==> config.mk <==
export PLATFORM = sky130hd
export DESIGN_NAME = tpic_top
export DESIGN_NICKNAME = d
export VERILOG_FILES = /design/src/rtl/tpic_top.v /design/src/rtl/tpic_irq.v
export VERILOG_INCLUDE_DIRS = /design/src /design/src/rtl
export SDC_FILE = /design/constraint.sdc
export NUM_CORES = 1
export LEC_CHECK = 0
export BUFFER_PORTS_ARGS = -buffer_cell sky130_fd_sc_hd__buf_2
export CAP_MARGIN = 20
export CORE_MARGIN = 2
export CORE_UTILIZATION = 55
export CTS_BUF_LIST = sky130_fd_sc_hd__clkbuf_4 sky130_fd_sc_hd__clkbuf_8 sky130_fd_sc_hd__clkbuf_16
export CTS_CLUSTER_SIZE = 14
export DETAILED_ROUTE_END_ITERATION = 8
export PLACE_DENSITY_LB_ADDON = 0.2
export SLEW_MARGIN = 10
export SYNTH_ARGS = -nofsm -noshare
export SYNTH_HDL_FRONTEND = slang
export SYNTH_SLANG_ARGS = --single-unit
==> constraint.sdc <==
create_clock -name i_clk -period 3.7 [get_ports i_clk]
set_input_delay 0 -clock i_clk [delete_from_list [all_inputs] [get_ports i_clk]]
set_output_delay 0 -clock i_clk [all_outputs]
set_load 0.02 [all_outputs]
==> src/rtl/tpic_defs.vh <==
// Register offsets, field positions and codes for the timer configuration block.
`ifndef TPIC_DEFS_VH
`define TPIC_DEFS_VH

`define TPIC_ADDR_W          3
`define TPIC_OFF_T0_CTRL     3'h0
`define TPIC_OFF_T0_CLKSEL   3'h1
`define TPIC_OFF_T0_SRC      3'h2
`define TPIC_OFF_T1_CTRL     3'h3
`define TPIC_OFF_T1_CLKSEL   3'h4
`define TPIC_OFF_STATUS      3'h5

`define TPIC_RST_T0_CTRL     8'h00
`define TPIC_RST_T0_CLKSEL   8'h00
`define TPIC_RST_T0_SRC      8'h00
`define TPIC_RST_T1_CTRL     8'h00
`define TPIC_RST_T1_CLKSEL   8'h00

`define TPIC_T1_CTRL_MASK    8'hf5
`define TPIC_CLKSEL_MASK     8'h3f

`define TPIC_B_INT_RESET_N   0
`define TPIC_B_EXT_RST_EDGE  1
`define TPIC_B_INT_RUN       2
`define TPIC_B_EXT_STR_EDGE  3
`define TPIC_B_EDGE_LO       4
`define TPIC_B_EDGE_HI       5
`define TPIC_B_IRQ_SRC       6
`define TPIC_B_PWM           7

`define TPIC_B_DIV_LO        0
`define TPIC_B_DIV_HI        4
`define TPIC_B_WAVE          5

`define TPIC_B_RST_SRC_LO    0
`define TPIC_B_RST_SRC_HI    1
`define TPIC_B_STR_SRC_LO    2
`define TPIC_B_STR_SRC_HI    3
`define TPIC_B_CLK_SRC       4
`define TPIC_B_T0_HOLD       5
`define TPIC_B_T2_HOLD       6
`define TPIC_B_T1_HOLD       7

`define TPIC_EDGE_FALL       2'h0
`define TPIC_EDGE_RISE       2'h1
`define TPIC_EDGE_BOTH       2'h2

`define TPIC_SRC_INT         2'h0
`define TPIC_SRC_EXT         2'h1
`define TPIC_SRC_EITHER      2'h2

`define TPIC_DIV_MAX         5'h10
`define TPIC_CMP_MIN         8'h00
`define TPIC_CMP_MAX         8'hff

`endif

==> src/rtl/tpic_top.v <==
// Configuration registers and prescalers of timers 0 and 1, start/reset control and interrupt requests of three timers.
//
// Functional notes
// - Each timer requests interrupts on stop, rising, falling or both output edges.
// - Control bit 6 picks counter-stop interrupts at 0, output-edge interrupts at 1.
// - Control bits 5:4 pick falling 00, rising 01, both 10; 11 unused.
// - Rising-edge and both-edge modes also request when the timer starts.
// - First PWM interrupt suppressed when compare is 0, 255 or below reload.
// - Stop mode with level external start: pin falling low requests, even while timer off; if it stops a running timer, a second request follows a cycle later.
// - Falling-edge mode: asserting the timer reset raises a request.
// - Timer 0 control bit 0: 0 holds internal reset, 1 releases.
// - Timer 0 control bit 1: external reset level 0, edge 1.
// - Timer 0 control bit 2: internal stop 0, internal start 1.
// - Timer 0 control bit 3: external start level 0, edge 1.
// - Prescaler bits 4:0 divide master clock by two to the code, up to 65536.
// - Clock-select bit 5: pulse output waveform 0, square waveform 1.
// - Timer 0 reset source bits 1:0: internal, external, either; 11 unused.
// - Timer 0 start source bits 3:2: internal, external, either; 11 unused.
// - Source register holds sync holds: timer 0 bit 5, timer 2 bit 6, timer 1 bit 7.
// - Timer 1 control has only internal reset and run; bits 1 and 3 unused.
// - Control bit 7 selects timer mode at 0, PWM mode at 1.
// - A set sync hold bit keeps its timer in reset for joint starts.
// - Timer 0 counts master clock or external clock pin; others master clock only.
//
// The register addresses and strobed register access were left to the implementer.
`timescale 1ns/1ps
module tpic_top (
    // Clock and reset
    input  wire       i_clk,
    input  wire       i_rst,
    // Register port
    input  wire [2:0] i_addr,
    input  wire [7:0] i_wdata,
    input  wire       i_wr,
    input  wire       i_rd,
    output wire [7:0] o_rdata,
    // Timer 0 external pins
    input  wire       i_t0_start_stop_pin,
    input  wire       i_t0_reset_pin,
    input  wire       i_t0_ext_clk_pin,
    // Timer 2 control byte kept elsewhere
    input  wire [7:0] i_t2_control,
    // Datapath feedback, index 0 to 2 for timers 0 to 2
    input  wire [2:0] i_timer_wave_out,
    input  wire [2:0] i_count_stop,
    input  wire [7:0] i_t0_compare,
    input  wire [7:0] i_t0_reload,
    input  wire [7:0] i_t1_compare,
    input  wire [7:0] i_t1_reload,
    input  wire [7:0] i_t2_compare,
    input  wire [7:0] i_t2_reload,
    // Controls to the datapath
    output wire [2:0] o_timer_reset,
    output wire [2:0] o_timer_run,
    output wire [1:0] o_pwm_select,
    output wire [1:0] o_square_wave,
    output wire [1:0] o_prescaled_tick,
    // Requests to the interrupt controller
    output wire [2:0] o_irq
);
`include "tpic_defs.vh"

    reg  [7:0]  t0_control_r;
    reg  [7:0]  t0_clock_select_r;
    reg  [7:0]  t0_source_and_sync_r;
    reg  [7:0]  t1_control_r;
    reg  [7:0]  t1_clock_select_r;
    reg  [7:0]  rdata_r;
    reg  [7:0]  rdata_nxt;
    reg         t0_str_pin_d_r;
    reg         t0_rst_pin_d_r;
    reg         t0_ext_clk_d_r;
    reg         t0_edge_run_r;
    reg         t0_edge_run_nxt;
    reg  [2:0]  run_d_r;
    reg  [2:0]  reset_r;
    reg  [2:0]  run_r;
    wire [1:0]  prescaled_tick;

    wire [1:0]  t0_reset_source;
    wire [1:0]  t0_start_source;
    wire        t0_clock_source;
    wire        t0_sync_hold;
    wire        t1_sync_hold;
    wire        t2_sync_hold;
    wire        t0_str_rise;
    wire        t0_str_fall;
    wire        t0_rst_rise;
    wire        t0_ext_reset;
    wire        t0_int_reset;
    wire        t0_ext_run;
    wire        t0_int_run;
    wire [2:0]  reset_nxt;
    wire [2:0]  run_nxt;
    wire [2:0]  start_evt;
    wire [2:0]  stop_evt;
    wire [1:0]  div_step;
    wire [4:0]  div_code [0:1];
    wire [2:0]  src_sel;
    wire [5:0]  edge_sel;
    wire [2:0]  pwm_sel;
    wire [23:0] compare;
    wire [23:0] reload;
    wire        t0_stop_pin_evt;

    // Mask of prescaler bits that must all be set for one divided tick.
    function [15:0] tpic_div_mask;
        input [4:0] code;
        reg   [4:0] c;
        begin
            c = (code > `TPIC_DIV_MAX) ? `TPIC_DIV_MAX : code;
            tpic_div_mask = (c == `TPIC_DIV_MAX) ? 16'hffff : ((16'h0001 << c) - 16'h0001);
        end
    endfunction

    // Source selection test shared by reset and start paths.
    function tpic_use_ext;
        input [1:0] src;
        begin
            tpic_use_ext = (src == `TPIC_SRC_EXT) || (src == `TPIC_SRC_EITHER);
        end
    endfunction

    function tpic_use_int;
        input [1:0] src;
        begin
            tpic_use_int = (src == `TPIC_SRC_INT) || (src == `TPIC_SRC_EITHER);
        end
    endfunction

    // Register writes.
    always @(posedge i_clk) begin
        if (i_rst) begin
            t0_control_r         <= `TPIC_RST_T0_CTRL;
            t0_clock_select_r    <= `TPIC_RST_T0_CLKSEL;
            t0_source_and_sync_r <= `TPIC_RST_T0_SRC;
            t1_control_r         <= `TPIC_RST_T1_CTRL;
            t1_clock_select_r    <= `TPIC_RST_T1_CLKSEL;
        end else if (i_wr) begin
            case (i_addr)
                `TPIC_OFF_T0_CTRL: begin
                    t0_control_r <= i_wdata;
                end
                `TPIC_OFF_T0_CLKSEL: begin
                    t0_clock_select_r <= i_wdata & `TPIC_CLKSEL_MASK;
                end
                `TPIC_OFF_T0_SRC: begin
                    t0_source_and_sync_r <= i_wdata;
                end
                `TPIC_OFF_T1_CTRL: begin
                    t1_control_r <= i_wdata & `TPIC_T1_CTRL_MASK;
                end
                `TPIC_OFF_T1_CLKSEL: begin
                    t1_clock_select_r <= i_wdata & `TPIC_CLKSEL_MASK;
                end
                default: begin
                end
            endcase
        end
    end

    // Read data stands in the cycle after the read strobe only.
    always @* begin
        rdata_nxt = 8'h00;
        if (i_rd) begin
            case (i_addr)
                `TPIC_OFF_T0_CTRL:   rdata_nxt = t0_control_r;
                `TPIC_OFF_T0_CLKSEL: rdata_nxt = t0_clock_select_r;
                `TPIC_OFF_T0_SRC:    rdata_nxt = t0_source_and_sync_r;
                `TPIC_OFF_T1_CTRL:   rdata_nxt = t1_control_r;
                `TPIC_OFF_T1_CLKSEL: rdata_nxt = t1_clock_select_r;
                `TPIC_OFF_STATUS:    rdata_nxt = {2'h0, reset_r[2], run_r[2],
                                                  reset_r[1], run_r[1], reset_r[0], run_r[0]};
                default:             rdata_nxt = 8'h00;
            endcase
        end
    end

    always @(posedge i_clk) begin
        if (i_rst)
            rdata_r <= 8'h00;
        else
            rdata_r <= rdata_nxt;
    end

    assign o_rdata = rdata_r;

    // Field extraction.
    assign t0_reset_source = t0_source_and_sync_r[`TPIC_B_RST_SRC_HI:`TPIC_B_RST_SRC_LO];
    assign t0_start_source = t0_source_and_sync_r[`TPIC_B_STR_SRC_HI:`TPIC_B_STR_SRC_LO];
    assign t0_clock_source = t0_source_and_sync_r[`TPIC_B_CLK_SRC];
    assign t0_sync_hold    = t0_source_and_sync_r[`TPIC_B_T0_HOLD];
    assign t2_sync_hold    = t0_source_and_sync_r[`TPIC_B_T2_HOLD];
    assign t1_sync_hold    = t0_source_and_sync_r[`TPIC_B_T1_HOLD];

    // Timer 0 external pin edges.
    assign t0_str_rise = i_t0_start_stop_pin & ~t0_str_pin_d_r;
    assign t0_str_fall = ~i_t0_start_stop_pin & t0_str_pin_d_r;
    assign t0_rst_rise = i_t0_reset_pin & ~t0_rst_pin_d_r;

    // External reset is the pin level, or a one-cycle pulse on its rising edge.
    assign t0_ext_reset = t0_control_r[`TPIC_B_EXT_RST_EDGE] ? t0_rst_rise :
                          i_t0_reset_pin;
    assign t0_int_reset = ~t0_control_r[`TPIC_B_INT_RESET_N];

    // Edge start: first rising edge after reset starts, the next one stops.
    always @* begin
        t0_edge_run_nxt = t0_edge_run_r;
        if (t0_str_rise)
            t0_edge_run_nxt = ~t0_edge_run_r;
        if (reset_nxt[0])
            t0_edge_run_nxt = 1'b0;
    end

    assign t0_ext_run = t0_control_r[`TPIC_B_EXT_STR_EDGE] ? t0_edge_run_r :
                        i_t0_start_stop_pin;
    assign t0_int_run = t0_control_r[`TPIC_B_INT_RUN];

    // Reset and run of each timer.
    assign reset_nxt[0] = (tpic_use_int(t0_reset_source) & t0_int_reset) |
                          (tpic_use_ext(t0_reset_source) & t0_ext_reset) |
                          t0_sync_hold;
    assign reset_nxt[1] = ~t1_control_r[`TPIC_B_INT_RESET_N] | t1_sync_hold;
    assign reset_nxt[2] = ~i_t2_control[`TPIC_B_INT_RESET_N] | t2_sync_hold;
    assign run_nxt[0]   = ~reset_nxt[0] &
                          ((tpic_use_int(t0_start_source) & t0_int_run) |
                           (tpic_use_ext(t0_start_source) & t0_ext_run));
    assign run_nxt[1]   = ~reset_nxt[1] & t1_control_r[`TPIC_B_INT_RUN];
    assign run_nxt[2]   = ~reset_nxt[2] & i_t2_control[`TPIC_B_INT_RUN];

    always @(posedge i_clk) begin
        if (i_rst) begin
            t0_str_pin_d_r <= 1'b0;
            t0_rst_pin_d_r <= 1'b0;
            t0_ext_clk_d_r <= 1'b0;
            t0_edge_run_r  <= 1'b0;
            reset_r        <= 3'h7;
            run_r          <= 3'h0;
            run_d_r        <= 3'h0;
        end else begin
            t0_str_pin_d_r <= i_t0_start_stop_pin;
            t0_rst_pin_d_r <= i_t0_reset_pin;
            t0_ext_clk_d_r <= i_t0_ext_clk_pin;
            t0_edge_run_r  <= t0_edge_run_nxt;
            reset_r        <= reset_nxt;
            run_r          <= run_nxt;
            run_d_r        <= run_r;
        end
    end

    assign start_evt = run_r & ~run_d_r;

    // External start in level mode falling low while stop interrupts are chosen.
    assign t0_stop_pin_evt = tpic_use_ext(t0_start_source) &
                             ~t0_control_r[`TPIC_B_EXT_STR_EDGE] & t0_str_fall;
    assign stop_evt = i_count_stop | (~run_r & run_d_r) | {2'h0, t0_stop_pin_evt};

    assign o_timer_reset = reset_r;
    assign o_timer_run   = run_r;
    assign o_pwm_select  = {t1_control_r[`TPIC_B_PWM], t0_control_r[`TPIC_B_PWM]};
    assign o_square_wave = {t1_clock_select_r[`TPIC_B_WAVE],
                            t0_clock_select_r[`TPIC_B_WAVE]};

    // Prescalers; timer 0 may step on the external clock pin instead.
    assign div_code[0] = t0_clock_select_r[`TPIC_B_DIV_HI:`TPIC_B_DIV_LO];
    assign div_code[1] = t1_clock_select_r[`TPIC_B_DIV_HI:`TPIC_B_DIV_LO];
    assign div_step[0] = t0_clock_source ? (i_t0_ext_clk_pin & ~t0_ext_clk_d_r) :
                         1'b1;
    assign div_step[1] = 1'b1;

    genvar g;
    generate
        for (g = 0; g < 2; g = g + 1) begin : g_div
            wire [15:0] mask;
            wire        hit;
            reg  [15:0] cnt_r;
            reg         tick_r;
            assign mask = tpic_div_mask(div_code[g]);
            assign hit  = div_step[g] & ((cnt_r & mask) == mask);
            always @(posedge i_clk) begin
                if (i_rst || reset_r[g]) begin
                    cnt_r  <= 16'h0000;
                    tick_r <= 1'b0;
                end else begin
                    if (div_step[g])
                        cnt_r <= hit ? 16'h0000 : cnt_r + 16'h0001;
                    tick_r <= hit & run_r[g];
                end
            end
            assign prescaled_tick[g] = tick_r;
        end
    endgenerate

    assign o_prescaled_tick = prescaled_tick;

    // Interrupt request generators.
    assign src_sel  = {i_t2_control[`TPIC_B_IRQ_SRC], t1_control_r[`TPIC_B_IRQ_SRC],
                       t0_control_r[`TPIC_B_IRQ_SRC]};
    assign edge_sel = {i_t2_control[`TPIC_B_EDGE_HI:`TPIC_B_EDGE_LO],
                       t1_control_r[`TPIC_B_EDGE_HI:`TPIC_B_EDGE_LO],
                       t0_control_r[`TPIC_B_EDGE_HI:`TPIC_B_EDGE_LO]};
    assign pwm_sel  = {i_t2_control[`TPIC_B_PWM], t1_control_r[`TPIC_B_PWM],
                       t0_control_r[`TPIC_B_PWM]};
    assign compare  = {i_t2_compare, i_t1_compare, i_t0_compare};
    assign reload   = {i_t2_reload, i_t1_reload, i_t0_reload};

    generate
        for (g = 0; g < 3; g = g + 1) begin : g_irq
            tpic_irq u_irq (
                .i_clk         (i_clk),
                .i_rst         (i_rst),
                .i_src_sel     (src_sel[g]),
                .i_edge_sel    (edge_sel[2*g+1:2*g]),
                .i_pwm         (pwm_sel[g]),
                .i_wave        (i_timer_wave_out[g]),
                .i_start       (start_evt[g]),
                .i_stop        (stop_evt[g]),
                .i_timer_reset (reset_r[g]),
                .i_compare     (compare[8*g+7:8*g]),
                .i_reload      (reload[8*g+7:8*g]),
                .o_irq         (o_irq[g])
            );
        end
    endgenerate
endmodule

==> src/rtl/tpic_irq.v <==
// Interrupt request generator for one timer.
`timescale 1ns/1ps
module tpic_irq (
    // Clock and reset
    input  wire       i_clk,
    input  wire       i_rst,
    // Mode selection
    input  wire       i_src_sel,
    input  wire [1:0] i_edge_sel,
    input  wire       i_pwm,
    // Timer state
    input  wire       i_wave,
    input  wire       i_start,
    input  wire       i_stop,
    input  wire       i_timer_reset,
    input  wire [7:0] i_compare,
    input  wire [7:0] i_reload,
    // Request to the interrupt controller
    output wire       o_irq
);
`include "tpic_defs.vh"

    reg  wave_d_r;
    reg  trst_d_r;
    reg  suppress_r;
    reg  suppress_nxt;
    reg  irq_r;
    reg  irq_nxt;
    wire rise;
    wire fall;
    wire want_rise;
    wire want_fall;
    wire edge_evt;
    wire no_pulse;
    wire suppress_now;

    assign rise      = i_wave & ~wave_d_r;
    assign fall      = ~i_wave & wave_d_r;
    assign want_rise = (i_edge_sel == `TPIC_EDGE_RISE) || (i_edge_sel == `TPIC_EDGE_BOTH);
    assign want_fall = (i_edge_sel == `TPIC_EDGE_FALL) || (i_edge_sel == `TPIC_EDGE_BOTH);
    // A PWM output that never toggles cannot give a first interrupt.
    assign no_pulse  = (i_compare == `TPIC_CMP_MIN) || (i_compare == `TPIC_CMP_MAX) ||
                       (i_compare < i_reload);
    assign edge_evt  = (want_rise & (rise | i_start)) |
                       (want_fall & fall) |
                       ((i_edge_sel == `TPIC_EDGE_FALL) & i_timer_reset & ~trst_d_r);

    // A start arms suppression in its own cycle, so the request raised by the start is covered.
    assign suppress_now = i_start ? (i_pwm & no_pulse) : suppress_r;

    always @* begin
        suppress_nxt = suppress_now;
        irq_nxt      = 1'b0;
        if (i_src_sel) begin
            irq_nxt = edge_evt & ~suppress_now;
            if (edge_evt)
                suppress_nxt = 1'b0;
        end else begin
            irq_nxt = i_stop;
        end
    end

    always @(posedge i_clk) begin
        if (i_rst) begin
            wave_d_r   <= 1'b0;
            // Timers leave reset held, so no false reset edge follows release.
            trst_d_r   <= 1'b1;
            suppress_r <= 1'b0;
            irq_r      <= 1'b0;
        end else begin
            wave_d_r   <= i_wave;
            trst_d_r   <= i_timer_reset;
            suppress_r <= suppress_nxt;
            irq_r      <= irq_nxt;
        end
    end

    assign o_irq = irq_r;
endmodule

# ---- Word level (Yosys, flattened, before mapping)
# Index checks and enable logic that the tools add are counted.
dict set report word_totals {
  reg_bits 101
  latchBits 0
  ramBits 0
  mem_bits_ro 0
  elab_cells 205
  mem_count 0
}
dict set report op_classes {
  n_addsub 4
  n_mul 0
  div 0
  magnitude_cmp 5
  eq_ne 22
  shifts 2
  muxes 21
  n_bitwise 87
  n_reduce_logical 35
}
# cell n
set op_table {}
lappend op_table {{16-bit two-way mux} 3}
lappend op_table {{8-bit case mux with 6 select lines} 1}
lappend op_table {{1-bit AND} 40}
lappend op_table {{16-bit by 1-bit adder with 16-bit output (second input constant)} 2}
lappend op_table {{16-bit AND} 2}
lappend op_table {{16-bit equality test} 2}
lappend op_table {{1-bit by 5-bit left shift with 16-bit output (first input constant)} 2}
lappend op_table {{16-bit by 1-bit subtractor with 16-bit output (second input constant)} 2}
lappend op_table {{1-bit NOT} 25}
lappend op_table {{8-bit equality test (second input constant)} 3}
lappend op_table {{8-bit logical NOT} 3}
lappend op_table {{8-bit < comparator} 3}
lappend op_table {{1-bit logical OR} 18}
lappend op_table {{1-bit two-way mux} 15}
lappend op_table {{1-bit bitwise OR} 14}
lappend op_table {{2-bit by 1-bit equality test with 1-bit output (second input constant)} 5}
lappend op_table {{2-bit equality test (second input constant)} 5}
lappend op_table {{5-bit equality test (second input constant)} 2}
lappend op_table {{5-bit > comparator (second input constant)} 2}
lappend op_table {{2-bit logical NOT} 5}
lappend op_table {{5-bit two-way mux} 2}
lappend op_table {{2-bit AND reduction} 5}
lappend op_table {{3-bit AND} 2}
lappend op_table {{3-bit by 2-bit equality test with 1-bit output (second input constant)} 2}
lappend op_table {{other kinds (7)} 11}

# ---- Longest topological paths before layout
dict set report logic_depth {
  ltp_word 9
  mapped_depth 12
  depth_no_buf 9
}

# ---- Cells and area by module
# Synthesis repeated with hierarchy kept, for this count alone.
dict set report hier_totals {
  cells_unflattened 697
  area_unflattened_um2 5829.3
}
# module instances cells_each area_per_inst_um2 seq_area_each_um2
set by_module_without_submodules {}
lappend by_module_without_submodules {tpic_top 1 538 4523.1 1781.7}
lappend by_module_without_submodules {tpic_irq 3 53 435.4 80.1}

# ---- Worst setup path after synthesis
# No wires, ideal clock.
dict set report synth_path {
  kind {register -> register}
  from {register t1_clock_select_r[2]}
  to {register g_div[1].cnt_r[11]}
  setup_time_ps 115
  arrival_time_ps 2669
  t_required_ps 3585
  setup_slack_ps 916
  path_stages_with_launch 13
  synth_period_minus_slack_ps 2784
  cell_sequence {dfxtp_1 -> buf_6 -> nor3_1 -> nand3_1 -> ha_1 -> buf_2 -> nor3b_1 -> o21ai_0 -> o2111ai_1 -> or4_4 -> o31ai_4 -> buf_6 -> nor2_1}
}
dict set report synth_via {
  elab_chain_len 8
  word_cells_on_any_way 9
  classes_between {1 x add/sub; 1 x order compare; 2 x eq/ne; 1 x shift; 2 x mux; 1 x bitwise; 1 x reduce/logical}
}
# item line_no
set synth_lines {}
lappend synth_lines {{start: declaration} tpic_top.v:67} ;# reg [7:0] t1_clock_select_r;
lappend synth_lines {{start signal: assignment} tpic_top.v:138} ;# t1_clock_select_r <= `TPIC_RST_T1_CLKSEL;
lappend synth_lines {{start signal: assignment} tpic_top.v:154} ;# t1_clock_select_r <= i_wdata & `TPIC_CLKSEL_MASK;
lappend synth_lines {{5-bit > comparator (no source line)} -}
lappend synth_lines {{5-bit two-way mux *} tpic_top.v:111} ;# c = (code > `TPIC_DIV_MAX) ? `TPIC_DIV_MAX : code;
lappend synth_lines {{1-bit by 5-bit left shift with 16-bit output} tpic_top.v:112} ;# tpic_div_mask = (c == `TPIC_DIV_MAX) ? 16'hffff : ((16'h0001 << c) - 16'h0001);
lappend synth_lines {{16-bit by 1-bit subtractor with 16-bit output} tpic_top.v:112}
lappend synth_lines {{16-bit two-way mux *} tpic_top.v:112}
lappend synth_lines {{16-bit AND} tpic_top.v:279} ;# assign hit = div_step[g] & ((cnt_r & mask) == mask);
lappend synth_lines {{16-bit equality test *} tpic_top.v:279}
lappend synth_lines {{2-bit OR reduction (no source line) *} -}
lappend synth_lines {{end signal: assignment} tpic_top.v:286} ;# cnt_r <= hit ? 16'h0000 : cnt_r + 16'h0001;
lappend synth_lines {{end: declaration} tpic_top.v:276} ;# reg [15:0] cnt_r;
# Every way passes the cells marked *; elsewhere a longest branch is shown, timed or not.
# A chain may end at the register's enable or synchronous reset.

# ---- Worst setup path in the final report
dict set report layout_path {
  from {register t1_clock_select_r[1]}
  to {register g_div[1].cnt_r[15]}
}
# Same word-level chain as after synthesis.

==> results.json <==
{
  "irDropWorstVdd_uv": 176,
  "finalWeightedCongestion": 0.866,
  "grt_pass1_wl_um": 22500,
  "cp_top_family": "simple AND/OR/NAND/NOR gates",
  "syn_area_per_cell_sq_um": 8.18,
  "cts_buffer_depth": 2,
  "maxSlewHeadroom_pct": 38.9,
  "routed_wl_um": 13800,
  "slowest_stage": "dfxtp_1",
  "clk_transition_reported_paths_ns": 0.10,
  "synth_compound_area_share_pct": 14.2,
  "end_kind": "flop",
  "die_x_um": 108,
  "antenna_found_initial": 0,
  "synth-edff-count": 0,
  "cp.required_ns": 3.94,
  "finalCritPeriodShare_pct": 88.7,
  "syn_inst": 722,
  "vias": 5335,
  "finalCriticalPeriod_ns": 3.28,
  "pin_count": 103,
  "critical_path.max_fanout": 17,
  "start_kind": "flop",
  "hold_viol": 0,
  "synth_adder_area_share_pct": 7.16,
  "crit_chain": "nor2_1, nand2_1, ha_1, nor3_1, o2111ai_1, nand3b_1, or4_4, o31ai_4, nor2_1",
  "numCtsBuffers": 9,
  "cp.arrival_ns": 3.52,
  "skew_ns": 0.00920,
  "path_class": "flop to flop",
  "holdCritPathClass": "input port to flop",
  "synthSimpleGateAreaFrac_pct": 23.6,
  "post-synth-top-area-cell": "dfxtp_1",
  "setup_tns_ns": 0,
  "wirelength_met1_um": 6510,
  "grt_use_total_pct": 23.9,
  "leakage_nw": 2.79,
  "slew_violations": 0,
  "worst-path-buf-inv": 0,
  "dr.max_layer_used": "met4",
  "met3RoutedLength_um": 857,
  "synthDistinctLibCells": 68,
  "ys.flop_type": "dfxtp_1",
  "drtIter0Drc": 303,
  "hold_start": "i_count_stop[0]",
  "clock.fmax_mhz": 305,
  "yosys_register_bits": 101,
  "tightestPinTransition_ns": 0.909,
  "synth_top_family_by_area": "simple AND/OR/NAND/NOR gates",
  "synthMuxAreaShare_pct": 8.18,
  "powerDensity_nw_per_um2": 311,
  "antenna_cells": 0,
  "async_flop_share_pct": 0,
  "r2r_start": "t1_clock_select_r[1]$_SDFFE_PP0P_",
  "viasPerCell": 5.60,
  "post_cts_buffers": 0,
  "layout_common_cells": "nor2_1, dfxtp_1, buf_2",
  "io_buffers": 100,
  "avgRoutedWirePerCell_um": 14.5,
  "fin_util_pct": 65.1,
  "yosys.area.top_type_share_pct": 34.3,
  "drv_cap": 0,
  "rsz0062_at_grt": "false",
  "cts-root-buf": "clkbuf_8",
  "met2_length_um": 6280,
  "synth_warnings": 0,
  "htreeDepth": 3,
  "start_util_pct": 56.9,
  "ys_seq_area_share_pct": 34.3,
  "status": "completed",
  "grt_overflow": 0,
  "synthTopCellsByArea": "dfxtp_1, ha_1, nor2_1",
  "drt_drc_violations_left": 0,
  "clock-sinks": 101,
  "grt_max_degree": 33,
  "synth_fp_nets": 835,
  "syn_area_sq_um": 5900,
  "die_area_sq_um": 11600,
  "postRouteAntennaNets": 0,
  "grt_pass1_vias": 4892,
  "core_region_area_sq_um": 10400,
  "std_cell_rows": 37,
  "setup_viol": 0,
  "fin_nets": 925,
  "firstDrtPassIters": 7,
  "clk_latency_ns": 0.37,
  "cts_tree": "yes",
  "synth_xor_area_share_pct": 4.45,
  "mostFrequentLayoutCell": "nor2_1",
  "cpMostUsedCell": "nor2_1",
  "slowest_delay_ns": 0.70,
  "crit_path_start": "t1_clock_select_r[1]$_SDFFE_PP0P_",
  "synthToLayoutAreaGrowth_pct": 14.4,
  "die_height_um": 108,
  "drive_gt1_share_pct": 17.1,
  "dp.final_hpwl_um": 10200
}
## power by group
group	internal, mW	leakage (nW)	switching (mW)
sequential	1.10	0.818	0.0151
combinational	0.149	1.87	0.174
clock	0.281	0.0953	0.378
## flip-flops by register name, indices dropped and copies added, names as in the netlist, 6 cells and up
name / count
g_div.cnt_r: 32
o_rdata: 8
t0_clock_select_r: 6
t0_control_r: 8
t0_source_and_sync_r: 8
t1_clock_select_r: 6
t1_control_r: 6
## through the flow
stage	instance area [sq um]	std cells	setup slack [ns]	hold WS, ns	total power [mW]
3_3_place_gp	6390	919	0.573	0.174	1.44
6_report	6750	953	0.420	0.0331	2.10
3_5_place_dp	6390	919	0.473	0.182	1.45
5_1_grt	6750	953	0.146	0.0257	2.20
4_1_cts	6750	953	0.425	0.0190	2.11
2_1_floorplan	5900	722	0.916	0.0619	1.35
## cell usage after synthesis, types with 5 or more instances
cell	instances
nand4_1	12
mux2_2	6
xor2_1	15
a2111oi_0	7
o32ai_1	6
nand2_1	43
a21oi_1	32
nand3_1	22
nor2_1	108
a22oi_1	5
nor4_1	10
ha_1	33
mux2i_1	37
or3_1	10
a21o_1	7
xnor2_1	15
and3_1	8
o21a_1	5
o22ai_1	5
buf_4	12
dfxtp_1	101
inv_1	60
nor2b_1	13
buf_2	11
o21ai_0	18
nor3b_1	6
clkbuf_1	20
nor3_1	15
nand2b_1	16
## worst paths after layout
check	end	slack (ns)	depth (start not counted)
worst min-delay path	g_irq[0].u_irq.o_irq$_SDFF_PP0_	0.03	3
worst min register to register	o_timer_run[1]$_SDFF_PP0_	0.45	2
worst max-delay path	g_div[1].cnt_r[15]$_SDFF_PP0_	0.42	9
worst max register to register	g_div[1].cnt_r[15]$_SDFF_PP0_	0.42	9
## kinds of logic after synthesis
family / after synthesis
multiplexers: 45
flip-flops: 101
AO/OA/AOI/OAI: 121
buffers and inverters: 108
XOR/XNOR: 30
adder cells (fa/ha/maj): 34
AND/OR/NAND/NOR: 283
## metal layers
layer | up-vias | GRT usage [%]
li1 | 2674 | -
met1 | 2482 | 32.2
met2 | 164 | 39.0
met3 | 15 | 4.48
met4 | 0 | 6.78
met5 | - | 0
## worst min-delay path, cell delays in order
cell and delay [ns]:
buf_2 0.07, a211oi_1 0.04, o32ai_1 0.24
## area by class of cell
| cell class | instances | area, sq um |
|---|---|---|
| inverters | 60 | 225 |
| fillers | 863 | 3620 |
| clock buffers | 11 | 151 |
| multi-input cells | 513 | 3400 |
| repair buffers | 127 | 748 |
| clock inverters | 5 | 35.0 |
| well taps | 136 | 170 |
| flip-flops and latches | 101 | 2020 |
## repair_timing
action | 4_1_cts | 5_1_grt
endpoints found under the hold margin | 42 | 0
hold buffers | 18 | 0
resized for setup | 0 | 0
No activity file was read; power rests on OpenSTA's default activity.
